`config.mk`:
```
export PLATFORM = sky130hd
export DESIGN_NAME = irw_info_rom_ctrl
export DESIGN_NICKNAME = d
export VERILOG_FILES = /design/src/hdl/irw_pkg.sv /design/src/hdl/irw_busy_timer.sv /design/src/hdl/irw_info_rom_ctrl.sv
export SDC_FILE = /design/constraint.sdc
export NUM_CORES = 1
export LEC_CHECK = 0
export ABC_AREA = 1
export CAP_MARGIN = 20
export CORE_MARGIN = 3
export CORE_UTILIZATION = 38
export CTS_BUF_LIST = sky130_fd_sc_hd__clkbuf_2 sky130_fd_sc_hd__clkbuf_4 sky130_fd_sc_hd__clkbuf_8
export DETAILED_ROUTE_END_ITERATION = 16
export DONT_BUFFER_PORTS = 1
export GPL_TIMING_DRIVEN = 1
export HOLD_SLACK_MARGIN = 0.03
export PLACE_DENSITY = 0.63
export SLEW_MARGIN = 0
export SYNTH_ARGS = -nofsm -noshare
export SYNTH_HDL_FRONTEND = slang
export SYNTH_SLANG_ARGS = --single-unit
```
`constraint.sdc`:
```
create_clock -name i_mclk -period 5.2 [get_ports i_mclk]
set_clock_uncertainty 0.1 [all_clocks]
set_input_delay 0.52 -clock i_mclk [delete_from_list [all_inputs] [get_ports i_mclk]]
set_output_delay 0.52 -clock i_mclk [all_outputs]
set_load 0.005 [all_outputs]
```
`src/hdl/irw_pkg.sv`:
```
package irw_pkg;

    // Register offsets in the special-function space
    localparam logic [7:0] WREN_OFS = 8'hc9;
    localparam logic [7:0] AUX_OFS  = 8'hf7;
    localparam logic [7:0] CMD_OFS  = 8'h97;

    // Key values written to the control registers
    localparam logic [7:0] K_FLASH1 = 8'h47;
    localparam logic [7:0] K_FLASH2 = 8'h74;
    localparam logic [7:0] K_INFO   = 8'ha1;
    localparam logic [7:0] K_EEP    = 8'he2;
    localparam logic [7:0] K_PERM   = 8'h65;

    // Values after reset
    localparam logic [7:0] AUX_RST  = 8'h06;

    // Field positions
    localparam int FLASH_BIT = 7;
    localparam int TO_BIT    = 6;
    localparam int EEP_BIT   = 5;
    localparam int INFO_BIT  = 4;
    localparam int EEPTO_BIT = 3;
    localparam int WDT_HI    = 7;
    localparam int WDT_LO    = 6;
    localparam int TSEL_HI   = 2;
    localparam int TSEL_LO   = 1;
    localparam int PERM_BIT  = 0;

    // Data-space windows
    localparam int          INFO_WORDS = 64;
    localparam int          EEP_BYTES  = 256;
    localparam logic [15:0] INFO_BASE  = 16'he500;
    localparam logic [15:0] INFO_TOP   = INFO_BASE + 16'(INFO_WORDS - 1);
    localparam logic [15:0] EEP_BASE   = 16'hee00;
    localparam logic [15:0] EEP_TOP    = EEP_BASE + 16'(EEP_BYTES - 1);

    // Times as printed, and their cycle counts
    localparam real CLK_NS     = 5.0;
    localparam real INFO_WR_MS = 0.6;
    localparam real TO1_MS     = 6.9;
    localparam real TO2_MS     = 27.0;
    localparam real TO3_MS     = 55.0;
    localparam int  INFO_WR_CYC = int'(INFO_WR_MS * 1.0e6 / CLK_NS);
    localparam int  TO1_CYC     = int'(TO1_MS * 1.0e6 / CLK_NS);
    localparam int  TO2_CYC     = int'(TO2_MS * 1.0e6 / CLK_NS);
    localparam int  TO3_CYC     = int'(TO3_MS * 1.0e6 / CLK_NS);

    typedef enum logic [2:0] {
        ST_IDLE = 3'b001,
        ST_INFO = 3'b010,
        ST_EEP  = 3'b100
    } irw_fsm_t;

    typedef struct packed {
        logic        wr;
        logic        rd;
        logic [15:0] addr;
        logic [7:0]  wdata;
    } irw_cpu_req_t;

    typedef struct packed {
        logic       wr;
        logic       rd;
        logic [7:0] addr;
        logic [7:0] wdata;
    } irw_sfr_req_t;

    typedef struct packed {
        logic       wr;
        logic       eep;
        logic [7:0] addr;
        logic [7:0] wdata;
    } irw_arr_req_t;

    typedef struct packed {
        logic        run;
        logic        info;
        logic        seen;
        logic [1:0]  sel;
        logic [23:0] cnt;
    } irw_tmr_st_t;

    typedef struct packed {
        irw_fsm_t     fsm;
        logic         flash;
        logic         two;
        logic         info;
        logic         eep;
        logic         to;
        logic         eepto;
        logic         perm;
        logic [7:0]   aux;
        logic [7:0]   rdata;
        logic         rvalid;
        logic [7:0]   sfr_rdata;
        logic         abort;
        irw_arr_req_t arr;
    } irw_ctrl_st_t;

    // Inclusive address window test
    function automatic logic in_win(input logic [15:0] a,
                                    input logic [15:0] lo,
                                    input logic [15:0] hi);
        return (a >= lo) && (a <= hi);
    endfunction

endpackage
```
`src/hdl/irw_busy_timer.sv`:
```
`timescale 1ns/10ps
module irw_busy_timer #(
    parameter int unsigned MIN_CYC = irw_pkg::INFO_WR_CYC,
    parameter int unsigned TO1_CYC = irw_pkg::TO1_CYC,
    parameter int unsigned TO2_CYC = irw_pkg::TO2_CYC,
    parameter int unsigned TO3_CYC = irw_pkg::TO3_CYC
) (
    // Clock and reset
    input  logic       i_mclk,
    input  logic       i_sys_rst,
    // Control
    input  logic       i_start,
    input  logic       i_info,
    input  logic [1:0] i_sel,
    input  logic       i_arr_done,
    // Status pulses
    output logic       o_done,
    output logic       o_timeout
);

    irw_pkg::irw_tmr_st_t q, d;
    logic [23:0]          lim;
    logic                 seen;
    logic                 min_ok;

    // Last counter value for a time-out selection
    function automatic logic [23:0] last_cyc(input logic [1:0] sel);
        unique case (sel)
            2'b01:   return 24'(TO1_CYC - 1);
            2'b10:   return 24'(TO2_CYC - 1);
            default: return 24'(TO3_CYC - 1);
        endcase
    endfunction

    // Completion is taken from the array; info writes also wait out a fixed floor
    always_comb begin
        lim    = last_cyc(q.sel);
        seen   = q.seen | i_arr_done;
        // RQ3 info busy floor
        min_ok = !q.info || (q.cnt >= 24'(MIN_CYC - 1));
        // RQ17 done from array
        o_done = q.run && seen && min_ok;
        // RQ14 selected time-out
        o_timeout = q.run && !o_done && (q.sel != 2'b00) && (q.cnt == lim);
        d = q;
        if (i_start) begin
            d.run  = 1'b1;
            d.info = i_info;
            d.seen = 1'b0;
            d.sel  = i_sel;
            d.cnt  = '0;
        end else if (o_done || o_timeout) begin
            d.run  = 1'b0;
            d.seen = 1'b0;
        end else if (q.run) begin
            d.cnt  = q.cnt + 24'h1;
            d.seen = seen;
        end
    end

    // State register
    always_ff @(posedge i_mclk or posedge i_sys_rst) begin
        if (i_sys_rst) begin
            q <= '0;
        end else begin
            q <= d;
        end
    end
endmodule // irw_busy_timer

```
`src/hdl/irw_info_rom_ctrl.sv`:
```
`timescale 1ns/10ps

// Overview of operation
// RQ1 - Info memory holds 64 bytes at data addresses E500h to E53Fh.
// RQ2 - A data-space store inside the info window starts an info write.
// RQ3 - An info write stays busy for a programmable time near 0.6 ms.
// RQ4 - The CPU stalls during an info write; peripherals keep running.
// RQ5 - Software services interrupts that pended while the CPU stalled.
// RQ6 - Software turns the watchdog reset off before an info write.
// RQ7 - Info reads are data-space loads answered without extra wait.
// RQ8 - Key 47h or 74h sets flash enable; 74h allows two bytes.
// RQ9 - Key A1h sets info enable; any other value clears it.
// RQ10 - Key E2h sets EEPROM enable; any other value clears it.
// RQ11 - Time-out flag at bit 6 set on time-out, cleared when info enable low.
// RQ12 - Bit 4 of the enable register reads the info enable flag.
// RQ13 - Watchdog reset: 0x off, 10 in run modes only, 11 always.
// RQ14 - Time-out select: 00 off, else 6.9, 27 or 55 ms then abandon.
// RQ15 - The device holds 256 bytes of data EEPROM.
// RQ16 - EEPROM bytes sit at EE00h to EEFFh, each readable and writable.
// RQ17 - EEPROM writes end on the array done indication or time-out.
// RQ18 - A built-in time-out frees a write that never finishes.
// RQ19 - Software reads back each EEPROM byte to verify it.
// RQ20 - In-system reprogramming keeps a boot region untouched by software.
// RQ21 - Key 65h to the command register sets global access permission.
// RQ22 - Info stores without both enables change nothing and never stall.
module irw_info_rom_ctrl #(
    parameter int unsigned INFO_WR_CYC = irw_pkg::INFO_WR_CYC,
    parameter int unsigned TO1_CYC     = irw_pkg::TO1_CYC,
    parameter int unsigned TO2_CYC     = irw_pkg::TO2_CYC,
    parameter int unsigned TO3_CYC     = irw_pkg::TO3_CYC
) (
    // Clock and reset
    input  logic                   i_mclk,
    input  logic                   i_sys_rst,

    // CPU data-space port
    input  irw_pkg::irw_cpu_req_t  i_cpu,
    output logic [7:0]             o_cpu_rdata,
    output logic                   o_cpu_rvalid,
    output logic                   o_cpu_stall,

    // Special-function register port
    input  irw_pkg::irw_sfr_req_t  i_sfr,
    output logic [7:0]             o_sfr_rdata,

    // Nonvolatile array write side
    output irw_pkg::irw_arr_req_t  o_arr,
    output logic                   o_arr_abort,
    input  logic                   i_arr_done,

    // Nonvolatile array read side
    output logic                   o_arr_rd,
    output logic                   o_arr_rd_eep,
    output logic [7:0]             o_arr_rd_addr,
    input  logic [7:0]             i_arr_rdata,

    // System status and control
    input  logic                   i_fast_slow_mode,
    output logic                   o_wdt_rst_en,
    output logic                   o_flash_wr_en,
    output logic                   o_flash_two_byte,
    output logic                   o_global_perm,
    output logic                   o_eep_busy
);

    irw_pkg::irw_ctrl_st_t q, d;

    // Decoded access windows and events
    logic       hit_info;
    logic       hit_eep;

    logic       take_info;
    logic       take_eep;

    logic       tmr_done;
    logic       tmr_to;

    logic [7:0] wren_view;
    logic [1:0] tsel;

    // Address decode of the CPU request
    always_comb begin
        // RQ1 info window
        hit_info = irw_pkg::in_win(i_cpu.addr, irw_pkg::INFO_BASE,
                                   irw_pkg::INFO_TOP);

        // RQ16 EEPROM window
        hit_eep  = irw_pkg::in_win(i_cpu.addr, irw_pkg::EEP_BASE,
                                   irw_pkg::EEP_TOP);
    end

    // Store acceptance; a store arriving while the array is busy is not taken
    always_comb begin
        // RQ2 store starts write
        // RQ22 both enables needed
        take_info = i_cpu.wr && hit_info && q.info && q.perm &&
                    (q.fsm == irw_pkg::ST_IDLE);

        // EEPROM stores need no permission, no stall
        // RQ16 EEPROM byte write
        take_eep  = i_cpu.wr && hit_eep && q.eep &&
                    (q.fsm == irw_pkg::ST_IDLE);
    end

    assign tsel = q.aux[irw_pkg::TSEL_HI:irw_pkg::TSEL_LO];

    // Busy period and write time-out share one counter
    irw_busy_timer #(
        .MIN_CYC (INFO_WR_CYC),
        .TO1_CYC (TO1_CYC),
        .TO2_CYC (TO2_CYC),
        .TO3_CYC (TO3_CYC)
    ) u_timer (
        .i_mclk     (i_mclk),
        .i_sys_rst  (i_sys_rst),
        .i_start    (take_info || take_eep),
        .i_info     (take_info),
        .i_sel      (tsel),
        .i_arr_done (i_arr_done),
        .o_done     (tmr_done),
        .o_timeout  (tmr_to)
    );

    // Read view of the write-enable register
    always_comb begin
        wren_view                      = 8'h00;
        wren_view[irw_pkg::FLASH_BIT]  = q.flash;
        wren_view[irw_pkg::TO_BIT]     = q.to;
        wren_view[irw_pkg::EEP_BIT]    = q.eep;

        // RQ12 info enable readback
        wren_view[irw_pkg::INFO_BIT]   = q.info;
        wren_view[irw_pkg::EEPTO_BIT]  = q.eepto;
    end

    // Next-state logic for registers, flags and the write sequencer
    always_comb begin
        d        = q;
        d.arr.wr = 1'b0;
        d.abort  = 1'b0;
        d.rvalid = 1'b0;

        // Register writes; a key only takes effect as a whole byte
        if (i_sfr.wr && (i_sfr.addr == irw_pkg::WREN_OFS)) begin
            // RQ8 flash keys
            d.flash = (i_sfr.wdata == irw_pkg::K_FLASH1) ||
                      (i_sfr.wdata == irw_pkg::K_FLASH2);
            d.two   = (i_sfr.wdata == irw_pkg::K_FLASH2);
            // RQ9 info key
            d.info  = (i_sfr.wdata == irw_pkg::K_INFO);
            // RQ10 EEPROM key
            d.eep   = (i_sfr.wdata == irw_pkg::K_EEP);
        end

        if (i_sfr.wr && (i_sfr.addr == irw_pkg::CMD_OFS)) begin
            // RQ21 permission key
            d.perm = (i_sfr.wdata == irw_pkg::K_PERM);
        end

        if (i_sfr.wr && (i_sfr.addr == irw_pkg::AUX_OFS)) begin
            d.aux = i_sfr.wdata;
        end

        // Register reads answer one cycle later; holes read zero
        if (i_sfr.rd) begin
            unique case (i_sfr.addr)
                irw_pkg::WREN_OFS: d.sfr_rdata = wren_view;
                irw_pkg::AUX_OFS:  d.sfr_rdata = q.aux;
                irw_pkg::CMD_OFS:  d.sfr_rdata = {7'h00, q.perm};
                default:           d.sfr_rdata = 8'h00;
            endcase
        end

        // RQ11 set wins over clear
        d.to    = (tmr_to && (q.fsm == irw_pkg::ST_INFO)) ||
                  (q.to && q.info);

        // EEPROM time-out follows its enable
        d.eepto = (tmr_to && (q.fsm == irw_pkg::ST_EEP)) ||
                  (q.eepto && q.eep);

        // Write sequencer
        unique case (q.fsm)
            irw_pkg::ST_IDLE: begin
                if (take_info || take_eep) begin
                    // RQ15 byte-wide array address
                    d.arr.wr    = 1'b1;
                    d.arr.eep   = take_eep;
                    d.arr.addr  = i_cpu.addr[7:0];
                    d.arr.wdata = i_cpu.wdata;
                    // RQ4 stall on info only
                    d.fsm = take_info ? irw_pkg::ST_INFO : irw_pkg::ST_EEP;
                end
            end

            irw_pkg::ST_INFO, irw_pkg::ST_EEP: begin
                // RQ18 escape stuck write
                if (tmr_done || tmr_to) begin
                    d.fsm   = irw_pkg::ST_IDLE;
                    d.abort = tmr_to;
                end
            end

            // Illegal codes go back to idle
            default: begin
                d.fsm = irw_pkg::ST_IDLE;
            end
        endcase

        // RQ7 loads need no wait
        if (o_arr_rd) begin
            d.rdata  = i_arr_rdata;
            d.rvalid = 1'b1;
        end
    end

    // State register; reset gives idle, flags clear, aux at default
    always_ff @(posedge i_mclk or posedge i_sys_rst) begin
        if (i_sys_rst) begin
            q     <= '0;
            q.fsm <= irw_pkg::ST_IDLE;
            q.aux <= irw_pkg::AUX_RST;
        end else begin
            q <= d;
        end
    end

    // Array read strobe is combinational so the byte returns next edge
    always_comb begin
        o_arr_rd      = i_cpu.rd && (hit_info || hit_eep);
        o_arr_rd_eep  = hit_eep;
        o_arr_rd_addr = i_cpu.addr[7:0];
    end

    // Outputs from the state register
    assign o_cpu_rdata      = q.rdata;
    assign o_cpu_rvalid     = q.rvalid;
    assign o_sfr_rdata      = q.sfr_rdata;

    assign o_arr            = q.arr;
    assign o_arr_abort      = q.abort;

    // Enable levels
    assign o_flash_wr_en    = q.flash;
    assign o_flash_two_byte = q.two;
    assign o_global_perm    = q.perm;
    // Peripherals are never gated here, only the CPU is held
    assign o_cpu_stall      = (q.fsm == irw_pkg::ST_INFO);
    assign o_eep_busy       = (q.fsm == irw_pkg::ST_EEP);

    // RQ13 watchdog reset modes
    assign o_wdt_rst_en = q.aux[irw_pkg::WDT_HI] &&
                          (q.aux[irw_pkg::WDT_LO] || i_fast_slow_mode);
endmodule // irw_info_rom_ctrl

```
# After elaboration in Yosys (flattened, before gate mapping)
# Index checks and enable logic that the tools add are counted.
# op_classes
eq_ne	17
muxes	19
n_addsub	1
n_lt_le_gt_ge	5
reduce_logical	41
bitwise_logic	1
# ops
op	count
two-way mux 24 bit	3
one-hot mux 24 bit (2 select lines)	1
equality test 8 bit, second input constant	5
two-way mux 18 bit	2
>= comparator 16 bit, second input constant	2
less-or-equal comparator 16 bit, second input constant	2
adder 24 x 1 -> 24 bit, second input constant	1
equality test 24 bit	1
equality test 8 x 7 -> 1 bit, second input constant	3
>= comparator 24 x 17 -> 1 bit, second input constant	1
one-hot mux 8 bit (3 select lines)	1
logical AND 1 bit	23
two-way mux 3 bit	3
logical OR 1 bit	8
two-way mux 1 bit	8
one-hot mux 3 bit (2 select lines)	1
AND reduction 2 bit	3
nonzero test 2 bit	3
inequality test 2 x 1 -> 1 bit, second input constant	2
equality test 3 x 1 -> 1 bit, second input constant	1
equality test 3 x 2 -> 1 bit, second input constant	1
equality test 3 bit, second input constant	1
nonzero test 3 bit	1
equality test 2 x 1 -> 1 bit, second input constant	1
5 further kinds	6
# totals
output_inout_bits	52
register_bits	83
in_bits	56
wordCells	106

# Logic depth before layout (Yosys ltp)
# Gate-level depths: netlist (run 1).
# depth
word_depth	10
mapped_depth	14
mapped_depth_nobuf	12

# Modules after synthesis
# From an unflattened synthesis (run 1), not the netlist that was laid out.
# hier_totals
cells_unflattened	706
hier_area_um2	5158.7
# by_module_without_submodules
module	instances	seq_area_each_um2	cells_per_inst	area_each_um2
irw_info_rom_ctrl	1	1355.0	359	2902.8
irw_busy_timer	1	725.7	347	2255.9

# Least setup slack after synthesis (run 1)
# OpenSTA, ideal clock, no wires.
# synth_path
path_type	input port to output port
start	input i_cpu[18] in the netlist's numbering
end	output o_arr_rd
path_buffers	0
path_stages	8
arrival_time_ns	1.444
setup_slack_ns	3.136
required_time_ns	4.580
cell_sequence	nand2_1 > inv_1 > nand3_1 > nor3_1 > inv_1 > o21ai_0 > nand2_1 > clkinv_1
# synth_via
elab_chain_cells	4
word_cells_on_any_way	8
classes_between	order compare (4); reduce/logical (4)
# synth_rtl
element	line	rtl
start, declared	irw_info_rom_ctrl.sv:37	input irw_pkg::irw_cpu_req_t i_cpu,
>= comparator 16 bit or less-or-equal comparator 16 bit (tied branches)	irw_pkg.sv:105	return (a >= lo) && (a <= hi);
logical AND 1 bit *	irw_pkg.sv:105	
named net o_arr_rd_eep	irw_info_rom_ctrl.sv:53	output logic o_arr_rd_eep,
logical OR 1 bit *	irw_info_rom_ctrl.sv:230	o_arr_rd = i_cpu.rd && (hit_info || hit_eep);
logical AND 1 bit *	irw_info_rom_ctrl.sv:230	
end, declared	irw_info_rom_ctrl.sv:52	output logic o_arr_rd,
# The timed path passes the listed nets; every way through them passes the cells marked *.

# Worst setup path in the final report (run 1)
# layout_path
start	register u_timer.q[0] in the netlist's numbering
end	register u_timer.q[18] in the netlist's numbering
# layout_via
elab_chain_cells	10
word_cells_on_any_way	15
classes_between	add/sub (1); order compare (1); eq/ne (2); mux (3); reduce/logical (8)
# layout_rtl
element	line	rtl
start, declared	irw_busy_timer.sv:21	irw_pkg::irw_tmr_st_t q, d;
start signal, assigned	irw_busy_timer.sv:64	q <= '0;
start signal, assigned	irw_busy_timer.sv:66	q <= d;
>= comparator 24 x 17 -> 1 bit	irw_busy_timer.sv:40	min_ok = !q.info || (q.cnt >= 24'(MIN_CYC - 1));
logical OR 1 bit	irw_busy_timer.sv:40	
logical AND 1 bit	irw_busy_timer.sv:42	o_done = q.run && seen && min_ok;
zero test 1 bit	irw_busy_timer.sv:44	o_timeout = q.run && !o_done && (q.sel != 2'b00) && (q.cnt == lim);
logical AND 1 bit (3 in a row)	irw_busy_timer.sv:44	
logical OR 1 bit	irw_busy_timer.sv:52	end else if (o_done || o_timeout) begin
inequality test 2 x 1 -> 1 bit (no line)	--	
AND reduction 2 bit (no line)	--	
# Several ways; a longest one is shown, not always the timed one. The select of a mux whose other input is x is not followed.
# A chain may end at the register's enable or synchronous reset.

==> results of run 1 <==
state kept, by name, indices dropped and copies added (netlist names):
name              count
o_global_perm         1
o_flash_two_byte      1
u_timer.q            29
o_arr_abort           1
o_arr                18
q                    15
o_cpu_rvalid          1
o_cpu_rdata           8
o_flash_wr_en         1
o_sfr_rdata           8
cells by family (layout without fill, tap and decap cells):
| group | after synthesis | in the layout | synth area share [%] |
|---|---|---|---|
| mux | 1 | 1 | 0.202 |
| simple gates | 415 | 415 | 36.2 |
| flops | 83 | 83 | 42.0 |
| compound gates | 36 | 36 | 4.06 |
| buf+inv | 137 | 95 | 14.4 |
| fa+ha+maj | 4 | 4 | 1.01 |
| xor+xnor | 12 | 12 | 2.12 |
Yosys cell counts:
cell | instances | area (µm²)
sky130_fd_sc_hd__xor2_1 | 11 | 96.3
sky130_fd_sc_hd__nor3_2 | 1 | 10.0
sky130_fd_sc_hd__dfstp_2 | 3 | 78.8
sky130_fd_sc_hd__inv_1 | 71 | 267
sky130_fd_sc_hd__ha_1 | 4 | 50.1
sky130_fd_sc_hd__dfrtp_1 | 80 | 2000
sky130_fd_sc_hd__nor2_4 | 1 | 11.3
sky130_fd_sc_hd__inv_2 | 2 | 7.51
sky130_fd_sc_hd__nand4_1 | 19 | 119
sky130_fd_sc_hd__buf_4 | 45 | 338
sky130_fd_sc_hd__a22oi_1 | 1 | 7.51
sky130_fd_sc_hd__nor2_2 | 1 | 6.26
sky130_fd_sc_hd__buf_6 | 2 | 22.5
sky130_fd_sc_hd__nand2_4 | 2 | 22.5
sky130_fd_sc_hd__clkinv_1 | 2 | 7.51
sky130_fd_sc_hd__nand2_1 | 230 | 863
sky130_fd_sc_hd__nand3_2 | 2 | 20.0
sky130_fd_sc_hd__o21ai_0 | 20 | 100
sky130_fd_sc_hd__o22ai_1 | 8 | 50.1
sky130_fd_sc_hd__nand3_4 | 2 | 35.0
sky130_fd_sc_hd__nor4_1 | 1 | 6.26
sky130_fd_sc_hd__nand3_1 | 61 | 305
sky130_fd_sc_hd__nor2_1 | 70 | 263
sky130_fd_sc_hd__a31oi_1 | 1 | 6.26
sky130_fd_sc_hd__clkbuf_1 | 2 | 7.51
sky130_fd_sc_hd__nand2_2 | 1 | 6.26
sky130_fd_sc_hd__nor3b_1 | 3 | 22.5
sky130_fd_sc_hd__buf_2 | 13 | 65.1
sky130_fd_sc_hd__mux2i_1 | 1 | 10.0
sky130_fd_sc_hd__o31ai_1 | 3 | 22.5
sky130_fd_sc_hd__nor3_1 | 20 | 100
sky130_fd_sc_hd__xnor2_1 | 1 | 8.76
sky130_fd_sc_hd__or2_2 | 1 | 6.26
sky130_fd_sc_hd__a21oi_1 | 3 | 15.0
worst min-delay path by stage:
stage,startpoint,end
2_1_floorplan,o_arr[0],o_arr[0]
3_3_place_gp,i_sys_rst,o_cpu_rvalid
3_5_place_dp,i_sys_rst,o_cpu_rdata[2]
4_1_cts,i_sfr[16],o_sfr_rdata[6]
5_1_grt,i_sfr[16],o_sfr_rdata[7]
6_report,i_sfr[16],o_sfr_rdata[6]
power by group through the flow:
stage	combinational [mW]	clock [mW]	sequential [mW]
after detailed placement	0.0378	0	0.679
final	0.0366	0.571	0.666
after CTS	0.0380	0.588	0.666
after global routing	0.0440	0.613	0.668
after global placement	0.0359	0	0.679
after floorplan	0.0416	0	0.675
worst max-delay path, stage by stage, from the launching register on:
cell and delay, ps:
sky130_fd_sc_hd__dfrtp_1 500, sky130_fd_sc_hd__ha_1 310, sky130_fd_sc_hd__nand2_1 120, sky130_fd_sc_hd__nor2_1 200, sky130_fd_sc_hd__nand3_1 130, sky130_fd_sc_hd__nor2_1 140
sky130_fd_sc_hd__nand3_2 150, sky130_fd_sc_hd__nand3_4 310, sky130_fd_sc_hd__nand2_4 250, sky130_fd_sc_hd__nand2_1 130, sky130_fd_sc_hd__nand2_1 60
area by class of cell:
class / instances / share of cell area (%)
multi-input cells: 468 / 43.0
well taps: 172 / 4.28
clock buffers: 9 / 2.46
flip-flops and latches: 83 / 41.4
clock inverters: 7 / 2.44
inverters: 75 / 5.62
repair buffers: 4 / 0.796
routing by layer:
metal,vias up,routed length [µm],share of wire [%],track usage [%]
met2,163,5340,47,26.1
met4,0,211,1.8,6.16
met1,1893,5110,45,22.0
met3,15,812,7.1,3.46
met5,-,0,0,0
li1,2032,-,-,-
what timing repair did:
item	CTS	global route
hold buffers	1	0
endpoints found under the setup margin	0	0
buffers inserted	0	0
hold endpoints to repair	14	0
through the flow:
stage,hold WS [ps],worst slack [ps],std cells,util [%]
2_1_floorplan,343,2450,688,-
3_3_place_gp,233,2580,800,37.5
3_5_place_dp,244,2470,800,37.5
4_1_cts,149,2650,817,39.6
5_1_grt,156,2460,818,39.7
6_report,168,2670,818,39.7
==> impl_results.html, run 1 <==
<table>
<tr><th>Metric</th><th>Value</th></tr>
<tr><th colspan="2">Clock network</th></tr>
<tr><td>H-tree lvl count</td><td>3</td></tr>
<tr><td>CTS tree</td><td>yes</td></tr>
<tr><td>Clk root buf</td><td>sky130_fd_sc_hd__clkbuf_8</td></tr>
<tr><td>Clock latency at the later pin of the worst-skew pair</td><td>360 ps</td></tr>
<tr><td>Clock buffer count from CTS</td><td>9</td></tr>
<tr><td>Number of cells upsized or downsized after cts</td><td>0</td></tr>
<tr><td>Clock edge transition at the registers on the reported setup and hold paths</td><td>100 ps</td></tr>
<tr><td>Number of clock sinks</td><td>83</td></tr>
<tr><td>Maximum count of clock buffers along a single path</td><td>2</td></tr>
<tr><th colspan="2">Route</th></tr>
<tr><td>Final routed DRC violation total</td><td>0</td></tr>
<tr><td>Vias per inst</td><td>5.02</td></tr>
<tr><td>Router iterations before antenna repair</td><td>5</td></tr>
<tr><td>DR iter-0 viols</td><td>268</td></tr>
<tr><td>Vias</td><td>4103</td></tr>
<tr><td>Antenna viol nets, final</td><td>0</td></tr>
<tr><td>Total wire length after detailed routing</td><td>11500 µm</td></tr>
<tr><td>Post-detailed-route wirelength per cell</td><td>14.0 µm</td></tr>
<tr><th colspan="2">Worst setup path</th></tr>
<tr><td>Category of the worst setup path capture point</td><td>flip-flop</td></tr>
<tr><td>Type of the worst setup path</td><td>reg -&gt; reg</td></tr>
<tr><td>Terminus of the critical flop-to-flop path</td><td>u_timer.q[18]</td></tr>
<tr><td>Req. time, crit path</td><td>5340 ps</td></tr>
<tr><td>Critical Path Start</td><td>u_timer.q[0]</td></tr>
<tr><td>Maximum net fanout on the critical path</td><td>25</td></tr>
<tr><td>Termination of the worst setup path</td><td>u_timer.q[18]</td></tr>
<tr><td>Reg-to-Reg Start</td><td>u_timer.q[0]</td></tr>
<tr><td>Crit start category</td><td>flip-flop</td></tr>
<tr><td>CP arrival</td><td>2670 ps</td></tr>
<tr><td>Minimum setup slack among reg-to-reg paths</td><td>2670 ps</td></tr>
<tr><td>Worst r2r path cells</td><td>10</td></tr>
<tr><th colspan="2">Finish</th></tr>
<tr><td>Area of the multi-input gates</td><td>2160 µm²</td></tr>
<tr><td>Most frequent standard cell in the layout excluding fill and tap cells</td><td>sky130_fd_sc_hd__nand2_1</td></tr>
<tr><td>Register cell area after layout</td><td>2080 µm²</td></tr>
<tr><td>Final instance area</td><td>5030 µm²</td></tr>
<tr><td>Area Growth Syn to Fin</td><td>1.41%</td></tr>
<tr><td>Total inserted antenna cells</td><td>0</td></tr>
<tr><td>Fraction of layout instances using a drive strength above 1</td><td>5.57%</td></tr>
<tr><td>Layout net count</td><td>701</td></tr>
<tr><td>Most frequent cells in the layout</td><td>230 x sky130_fd_sc_hd__nand2_1, 80 x sky130_fd_sc_hd__dfrtp_1, 70 x sky130_fd_sc_hd__nor2_1, 70 x sky130_fd_sc_hd__inv_1, 61 x sky130_fd_sc_hd__nand3_1</td></tr>
<tr><td>Fill cells</td><td>1328</td></tr>
<tr><th colspan="2">Power and ir drop</th></tr>
<tr><td>Power share of the clock group</td><td>44.8%</td></tr>
<tr><td>Power spent charging and discharging nets</td><td>0.284 mW</td></tr>
<tr><td>Logic pwr share</td><td>2.9%</td></tr>
<tr><td>Peak VDD IR</td><td>0.145 mV</td></tr>
<tr><td>Fraction of power spent switching nets</td><td>22.3%</td></tr>
<tr><td>Total power per unit cell area</td><td>253 nW/µm²</td></tr>
<tr><td>Part of the total power dissipated in sequential elements</td><td>52.3%</td></tr>
<tr><td>Static leakage power</td><td>2.56 nW</td></tr>
<tr><td>Cell-internal power</td><td>0.990 mW</td></tr>
<tr><td>Total Power</td><td>1.27 mW</td></tr>
<tr><th colspan="2">Min path</th></tr>
<tr><td>Hold depth</td><td>2</td></tr>
<tr><td>Worst min path class</td><td>in -&gt; reg</td></tr>
<tr><th colspan="2">Synth</th></tr>
<tr><td>Warnings, synthesis</td><td>0</td></tr>
<tr><td>Sequential cell area fraction in the yosys report</td><td>42.0%</td></tr>
<tr><td>Number of unique standard cell types used by synthesis</td><td>34</td></tr>
<tr><td>Post-synthesis cell count</td><td>688</td></tr>
<tr><td>Syn avg cell area</td><td>7.21 µm²</td></tr>
<tr><td>Synthesized area</td><td>4960 µm²</td></tr>
<tr><td>Post-Synthesis Net Count</td><td>748</td></tr>
<tr><td>Flop and latch count out of synthesis</td><td>83</td></tr>
<tr><th colspan="2">Global routing</th></tr>
<tr><td>Number of global-route vias before repair</td><td>4046</td></tr>
<tr><td>All-Layer GR Usage</td><td>16.3%</td></tr>
<tr><td>Initial antenna violation count</td><td>0</td></tr>
<tr><td>Wire length of the first global-routing pass</td><td>19300 µm</td></tr>
<tr><td>Maximum number of pins on one net before global-route repair</td><td>70</td></tr>
<tr><td>Gr ovfl total</td><td>0</td></tr>
<tr><th colspan="2">Timing</th></tr>
<tr><td>RSZ-0062 raised after global routing</td><td>false</td></tr>
<tr><td>Count of pins over their slew limit</td><td>0</td></tr>
<tr><td>Hold Vio Cnt, Final</td><td>0</td></tr>
<tr><td>Slew at the pin closest to its max-slew limit</td><td>889 ps</td></tr>
<tr><td>Final setup viols</td><td>0</td></tr>
<tr><td>Worst-case headroom to the max-slew limit</td><td>40.7%</td></tr>
<tr><td>Final period utilization</td><td>48.6%</td></tr>
<tr><td>Setup TNS</td><td>0 ps</td></tr>
<tr><td>Max Freq</td><td>0.396 GHz</td></tr>
<tr><td>Final critical delay including setup and external delays</td><td>2530 ps</td></tr>
<tr><th colspan="2">Placement</th></tr>
<tr><td>Total cell area at the placement stage</td><td>4760 µm²</td></tr>
<tr><td>Sum of net half-perimeters after detailed placement</td><td>8480 µm</td></tr>
<tr><td>Port bufs</td><td>0</td></tr>
<tr><td>Gpl congestion</td><td>0.963</td></tr>
<tr><th colspan="2">Flow run</th></tr>
<tr><td>Max-cap violations</td><td>0</td></tr>
<tr><th colspan="2">Floorplanning</th></tr>
<tr><td>Cell row count</td><td>41</td></tr>
<tr><td>Chip height</td><td>120 µm</td></tr>
<tr><td>Full die area</td><td>14500 µm²</td></tr>
<tr><td>Initial core utilization</td><td>39.1%</td></tr>
<tr><td>Count of pins on the block boundary</td><td>108</td></tr>
<tr><td>Width of the chip</td><td>120 µm</td></tr>
<tr><td>Core ar.</td><td>12700 µm²</td></tr>
<tr><th colspan="2">Status</th></tr>
<tr><td>Run status</td><td>complete, no violations</td></tr>
</table>
Note: power is estimated with default switching activity, not from simulation.
==> run 2, diff against run 1 <==
==> constraint.sdc (replaced) <==
create_clock -name i_mclk -period 2.42 [get_ports i_mclk]
set_clock_uncertainty 0.1 [all_clocks]
set_input_delay 0.242 -clock i_mclk [delete_from_list [all_inputs] [get_ports i_mclk]]
set_output_delay 0.242 -clock i_mclk [all_outputs]
set_load 0.005 [all_outputs]
==> impl_results.html, run 2 (synthesis gave the netlist of run 1 again) <==
<table>
<tr><th>Metric</th><th>Value</th></tr>
<tr><th colspan="2">Status</th></tr>
<tr><td>Run status</td><td>complete, no violations</td></tr>
<tr><th colspan="2">Route</th></tr>
<tr><td>Vias per inst</td><td>5.00</td></tr>
<tr><td>DR iter-0 viols</td><td>358</td></tr>
<tr><td>Antenna viol nets, final</td><td>0</td></tr>
<tr><td>Total wire length after detailed routing</td><td>12400 µm</td></tr>
<tr><td>Vias</td><td>4291</td></tr>
<tr><td>Final routed DRC violation total</td><td>0</td></tr>
<tr><td>Router iterations before antenna repair</td><td>5</td></tr>
<tr><td>Post-detailed-route wirelength per cell</td><td>14.5 µm</td></tr>
<tr><th colspan="2">Worst setup path</th></tr>
<tr><td>Crit start category</td><td>flip-flop</td></tr>
<tr><td>Max stage delay cell, worst path</td><td>sky130_fd_sc_hd__dfrtp_1</td></tr>
<tr><td>Top Family by Delay on Critical Path</td><td>simple AND/OR/NAND/NOR gates</td></tr>
<tr><td>Minimum setup slack among reg-to-reg paths</td><td>260 ps</td></tr>
<tr><td>Worst r2r path cells</td><td>12</td></tr>
<tr><td>Reg-to-Reg Start</td><td>u_timer.q[24]</td></tr>
<tr><td>Stage delay of the slowest cell on the critical path</td><td>360 ps</td></tr>
<tr><td>Maximum net fanout on the critical path</td><td>25</td></tr>
<tr><td>Terminus of the critical flop-to-flop path</td><td>u_timer.q[12]</td></tr>
<tr><td>Req. time, crit path</td><td>2570 ps</td></tr>
<tr><td>Crit path top cell by count</td><td>sky130_fd_sc_hd__nand2_1</td></tr>
<tr><td>Number of buffer and inverter instances along the worst setup path</td><td>2</td></tr>
<tr><td>CP arrival</td><td>2310 ps</td></tr>
<tr><td>Cell-by-cell trace of the critical path</td><td>inv_1 &gt; ha_1 &gt; inv_1 &gt; nand4_1 &gt; nand2_1 &gt; nand2_1 &gt; nor2_1 &gt; nand3_2 &gt; nand3_4 &gt; nand2_8 &gt; nand2_1 &gt; nand2_1</td></tr>
<tr><td>Category of the worst setup path capture point</td><td>flip-flop</td></tr>
<tr><td>Type of the worst setup path</td><td>reg -&gt; reg</td></tr>
<tr><th colspan="2">Floorplanning</th></tr>
<tr><td>Width of the chip</td><td>120 µm</td></tr>
<tr><td>Initial core utilization</td><td>39.1%</td></tr>
<tr><td>Core ar.</td><td>12700 µm²</td></tr>
<tr><td>Cell row count</td><td>41</td></tr>
<tr><td>Count of pins on the block boundary</td><td>108</td></tr>
<tr><td>Chip height</td><td>120 µm</td></tr>
<tr><td>Full die area</td><td>14500 µm²</td></tr>
<tr><th colspan="2">Timing</th></tr>
<tr><td>RSZ-0062 raised after global routing</td><td>false</td></tr>
<tr><td>Hold Vio Cnt, Final</td><td>0</td></tr>
<tr><td>Final critical delay including setup and external delays</td><td>2160 ps</td></tr>
<tr><td>Count of pins over their slew limit</td><td>0</td></tr>
<tr><td>Slew at the pin closest to its max-slew limit</td><td>543 ps</td></tr>
<tr><td>Final period utilization</td><td>89.4%</td></tr>
<tr><td>Worst-case headroom to the max-slew limit</td><td>63.7%</td></tr>
<tr><td>Max Freq</td><td>0.462 GHz</td></tr>
<tr><td>Final setup viols</td><td>0</td></tr>
<tr><td>WHS</td><td>57.8 ps</td></tr>
<tr><td>Setup TNS</td><td>0 ps</td></tr>
<tr><th colspan="2">Global routing</th></tr>
<tr><td>Wire length of the first global-routing pass</td><td>21400 µm</td></tr>
<tr><td>Maximum number of pins on one net before global-route repair</td><td>45</td></tr>
<tr><td>All-Layer GR Usage</td><td>18.1%</td></tr>
<tr><td>Gr ovfl total</td><td>0</td></tr>
<tr><td>Initial antenna violation count</td><td>0</td></tr>
<tr><td>Number of global-route vias before repair</td><td>4338</td></tr>
<tr><th colspan="2">Power and ir drop</th></tr>
<tr><td>Static leakage power</td><td>2.73 nW</td></tr>
<tr><td>Peak VDD IR</td><td>0.334 mV</td></tr>
<tr><td>Total power per unit cell area</td><td>477 nW/µm²</td></tr>
<tr><th colspan="2">Min path</th></tr>
<tr><td>Start point of the worst min-delay path</td><td>i_sfr[4]</td></tr>
<tr><td>Endpoint with the worst hold slack</td><td>o_flash_two_byte</td></tr>
<tr><td>Worst min path class</td><td>in -&gt; reg</td></tr>
<tr><td>Hold depth</td><td>2</td></tr>
<tr><th colspan="2">Finish</th></tr>
<tr><td>Largest register by flop count</td><td>u_timer.q</td></tr>
<tr><td>Final non-filler cell total</td><td>859</td></tr>
<tr><td>Layout net count</td><td>742</td></tr>
<tr><td>Area Growth Syn to Fin</td><td>9.39%</td></tr>
<tr><td>Total inserted antenna cells</td><td>0</td></tr>
<tr><td>Number of flip-flops under the largest register name</td><td>29</td></tr>
<tr><td>Most frequent standard cell in the layout excluding fill and tap cells</td><td>sky130_fd_sc_hd__nand2_1</td></tr>
<tr><td>Fraction of layout instances using a drive strength above 1</td><td>5.97%</td></tr>
<tr><td>Most frequent cells in the layout</td><td>230 x sky130_fd_sc_hd__nand2_1, 80 x sky130_fd_sc_hd__dfrtp_1, 70 x sky130_fd_sc_hd__nor2_1, 70 x sky130_fd_sc_hd__inv_1, 61 x sky130_fd_sc_hd__nand3_1</td></tr>
<tr><th colspan="2">Clock network</th></tr>
<tr><td>Number of clock sinks</td><td>83</td></tr>
<tr><td>Clock buffer count from CTS</td><td>9</td></tr>
<tr><td>H-tree lvl count</td><td>3</td></tr>
<tr><td>CTS tree</td><td>yes</td></tr>
<tr><td>Clock latency at the later pin of the worst-skew pair</td><td>360 ps</td></tr>
<tr><td>Clock edge transition at the registers on the reported setup and hold paths</td><td>90 ps</td></tr>
<tr><td>Maximum count of clock buffers along a single path</td><td>2</td></tr>
<tr><td>Clk root buf</td><td>sky130_fd_sc_hd__clkbuf_8</td></tr>
<tr><th colspan="2">Placement</th></tr>
<tr><td>Port bufs</td><td>0</td></tr>
<tr><td>Sum of net half-perimeters after detailed placement</td><td>9020 µm</td></tr>
<tr><td>Placed cells</td><td>806</td></tr>
<tr><td>Gpl congestion</td><td>0.916</td></tr>
<tr><th colspan="2">Flow run</th></tr>
<tr><td>Max-cap violations</td><td>0</td></tr>
</table>
-- run 2: how the worst max path moves through the flow --
| stage | from | end | slack (ps) | depth (start not counted) |
|---|---|---|---|---|
| finish | u_timer.q[24] | u_timer.q[12] | 260 | 12 |
| global route | u_timer.q[24] | u_timer.q[16] | 50 | 11 |
| CTS | u_timer.q[24] | u_timer.q[12] | 170 | 12 |
| detailed placement | u_timer.q[24] | u_timer.q[12] | 180 | 12 |
| global placement | u_timer.q[24] | u_timer.q[15] | 260 | 12 |
| floorplan | u_timer.q[24] | u_timer.q[2] | 550 | 13 |
-- run 2: power by group --
group / leakage (nW) / switching [mW] / internal [mW]
logic: 1.53 / 0.0735 / 0.0632
registers: 1.09 / 0.0172 / 1.41
clock network: 0.100 / 0.535 / 0.482
-- run 2: layer usage --
layer	vias up	part of all wire (%)	GRT usage, %
met5	-	0	0
met4	0	2.1	6.37
met3	22	6.6	2.99
met2	166	46	28.8
met1	1982	45	25.0
li1	2121	-	-
-- run 2: area by class of cell --
| cell class | instances | area (µm²) |
|---|---|---|
| Sequential cell | 83 | 2080 |
| Multi-Input combinational cell | 468 | 2180 |
| Fill cell | 1284 | 7250 |
| Clock buffer | 9 | 124 |
| Timing Repair Buffer | 45 | 468 |
| Clock inverter | 7 | 73.8 |
| Tap cell | 172 | 215 |
| Inverter | 75 | 285 |
-- run 2: worst reg2reg max path, stage by stage (launching register included) --
cell and delay (ps):
sky130_fd_sc_hd__dfrtp_1 360, sky130_fd_sc_hd__inv_1 70, sky130_fd_sc_hd__ha_1 350, sky130_fd_sc_hd__inv_1 110, sky130_fd_sc_hd__nand4_1 90, sky130_fd_sc_hd__nand2_1 80
sky130_fd_sc_hd__nand2_1 80, sky130_fd_sc_hd__nor2_1 140, sky130_fd_sc_hd__nand3_2 140, sky130_fd_sc_hd__nand3_4 220, sky130_fd_sc_hd__nand2_8 180, sky130_fd_sc_hd__nand2_1 110
sky130_fd_sc_hd__nand2_1 60
-- run 2: stage by stage --
stage	total power [mW]	cell area, µm²	utilization (%)	setup WS, ps
after CTS	2.63	5410	42.7	168
after detailed placement	1.54	4840	38.2	176
after floorplan	1.54	4960	-	552
after global routing	2.69	5420	42.8	45.6
after global placement	1.54	4840	38.2	259
final	2.59	5420	42.8	256
-- run 2: timing repair --
item | in CTS | in global routing
endpoints found under the setup margin | 0 | 19
hold buffers | 37 | 0
endpoints found under the hold margin | 62 | 0
resized for setup | 0 | 2
buffers inserted | 0 | 0
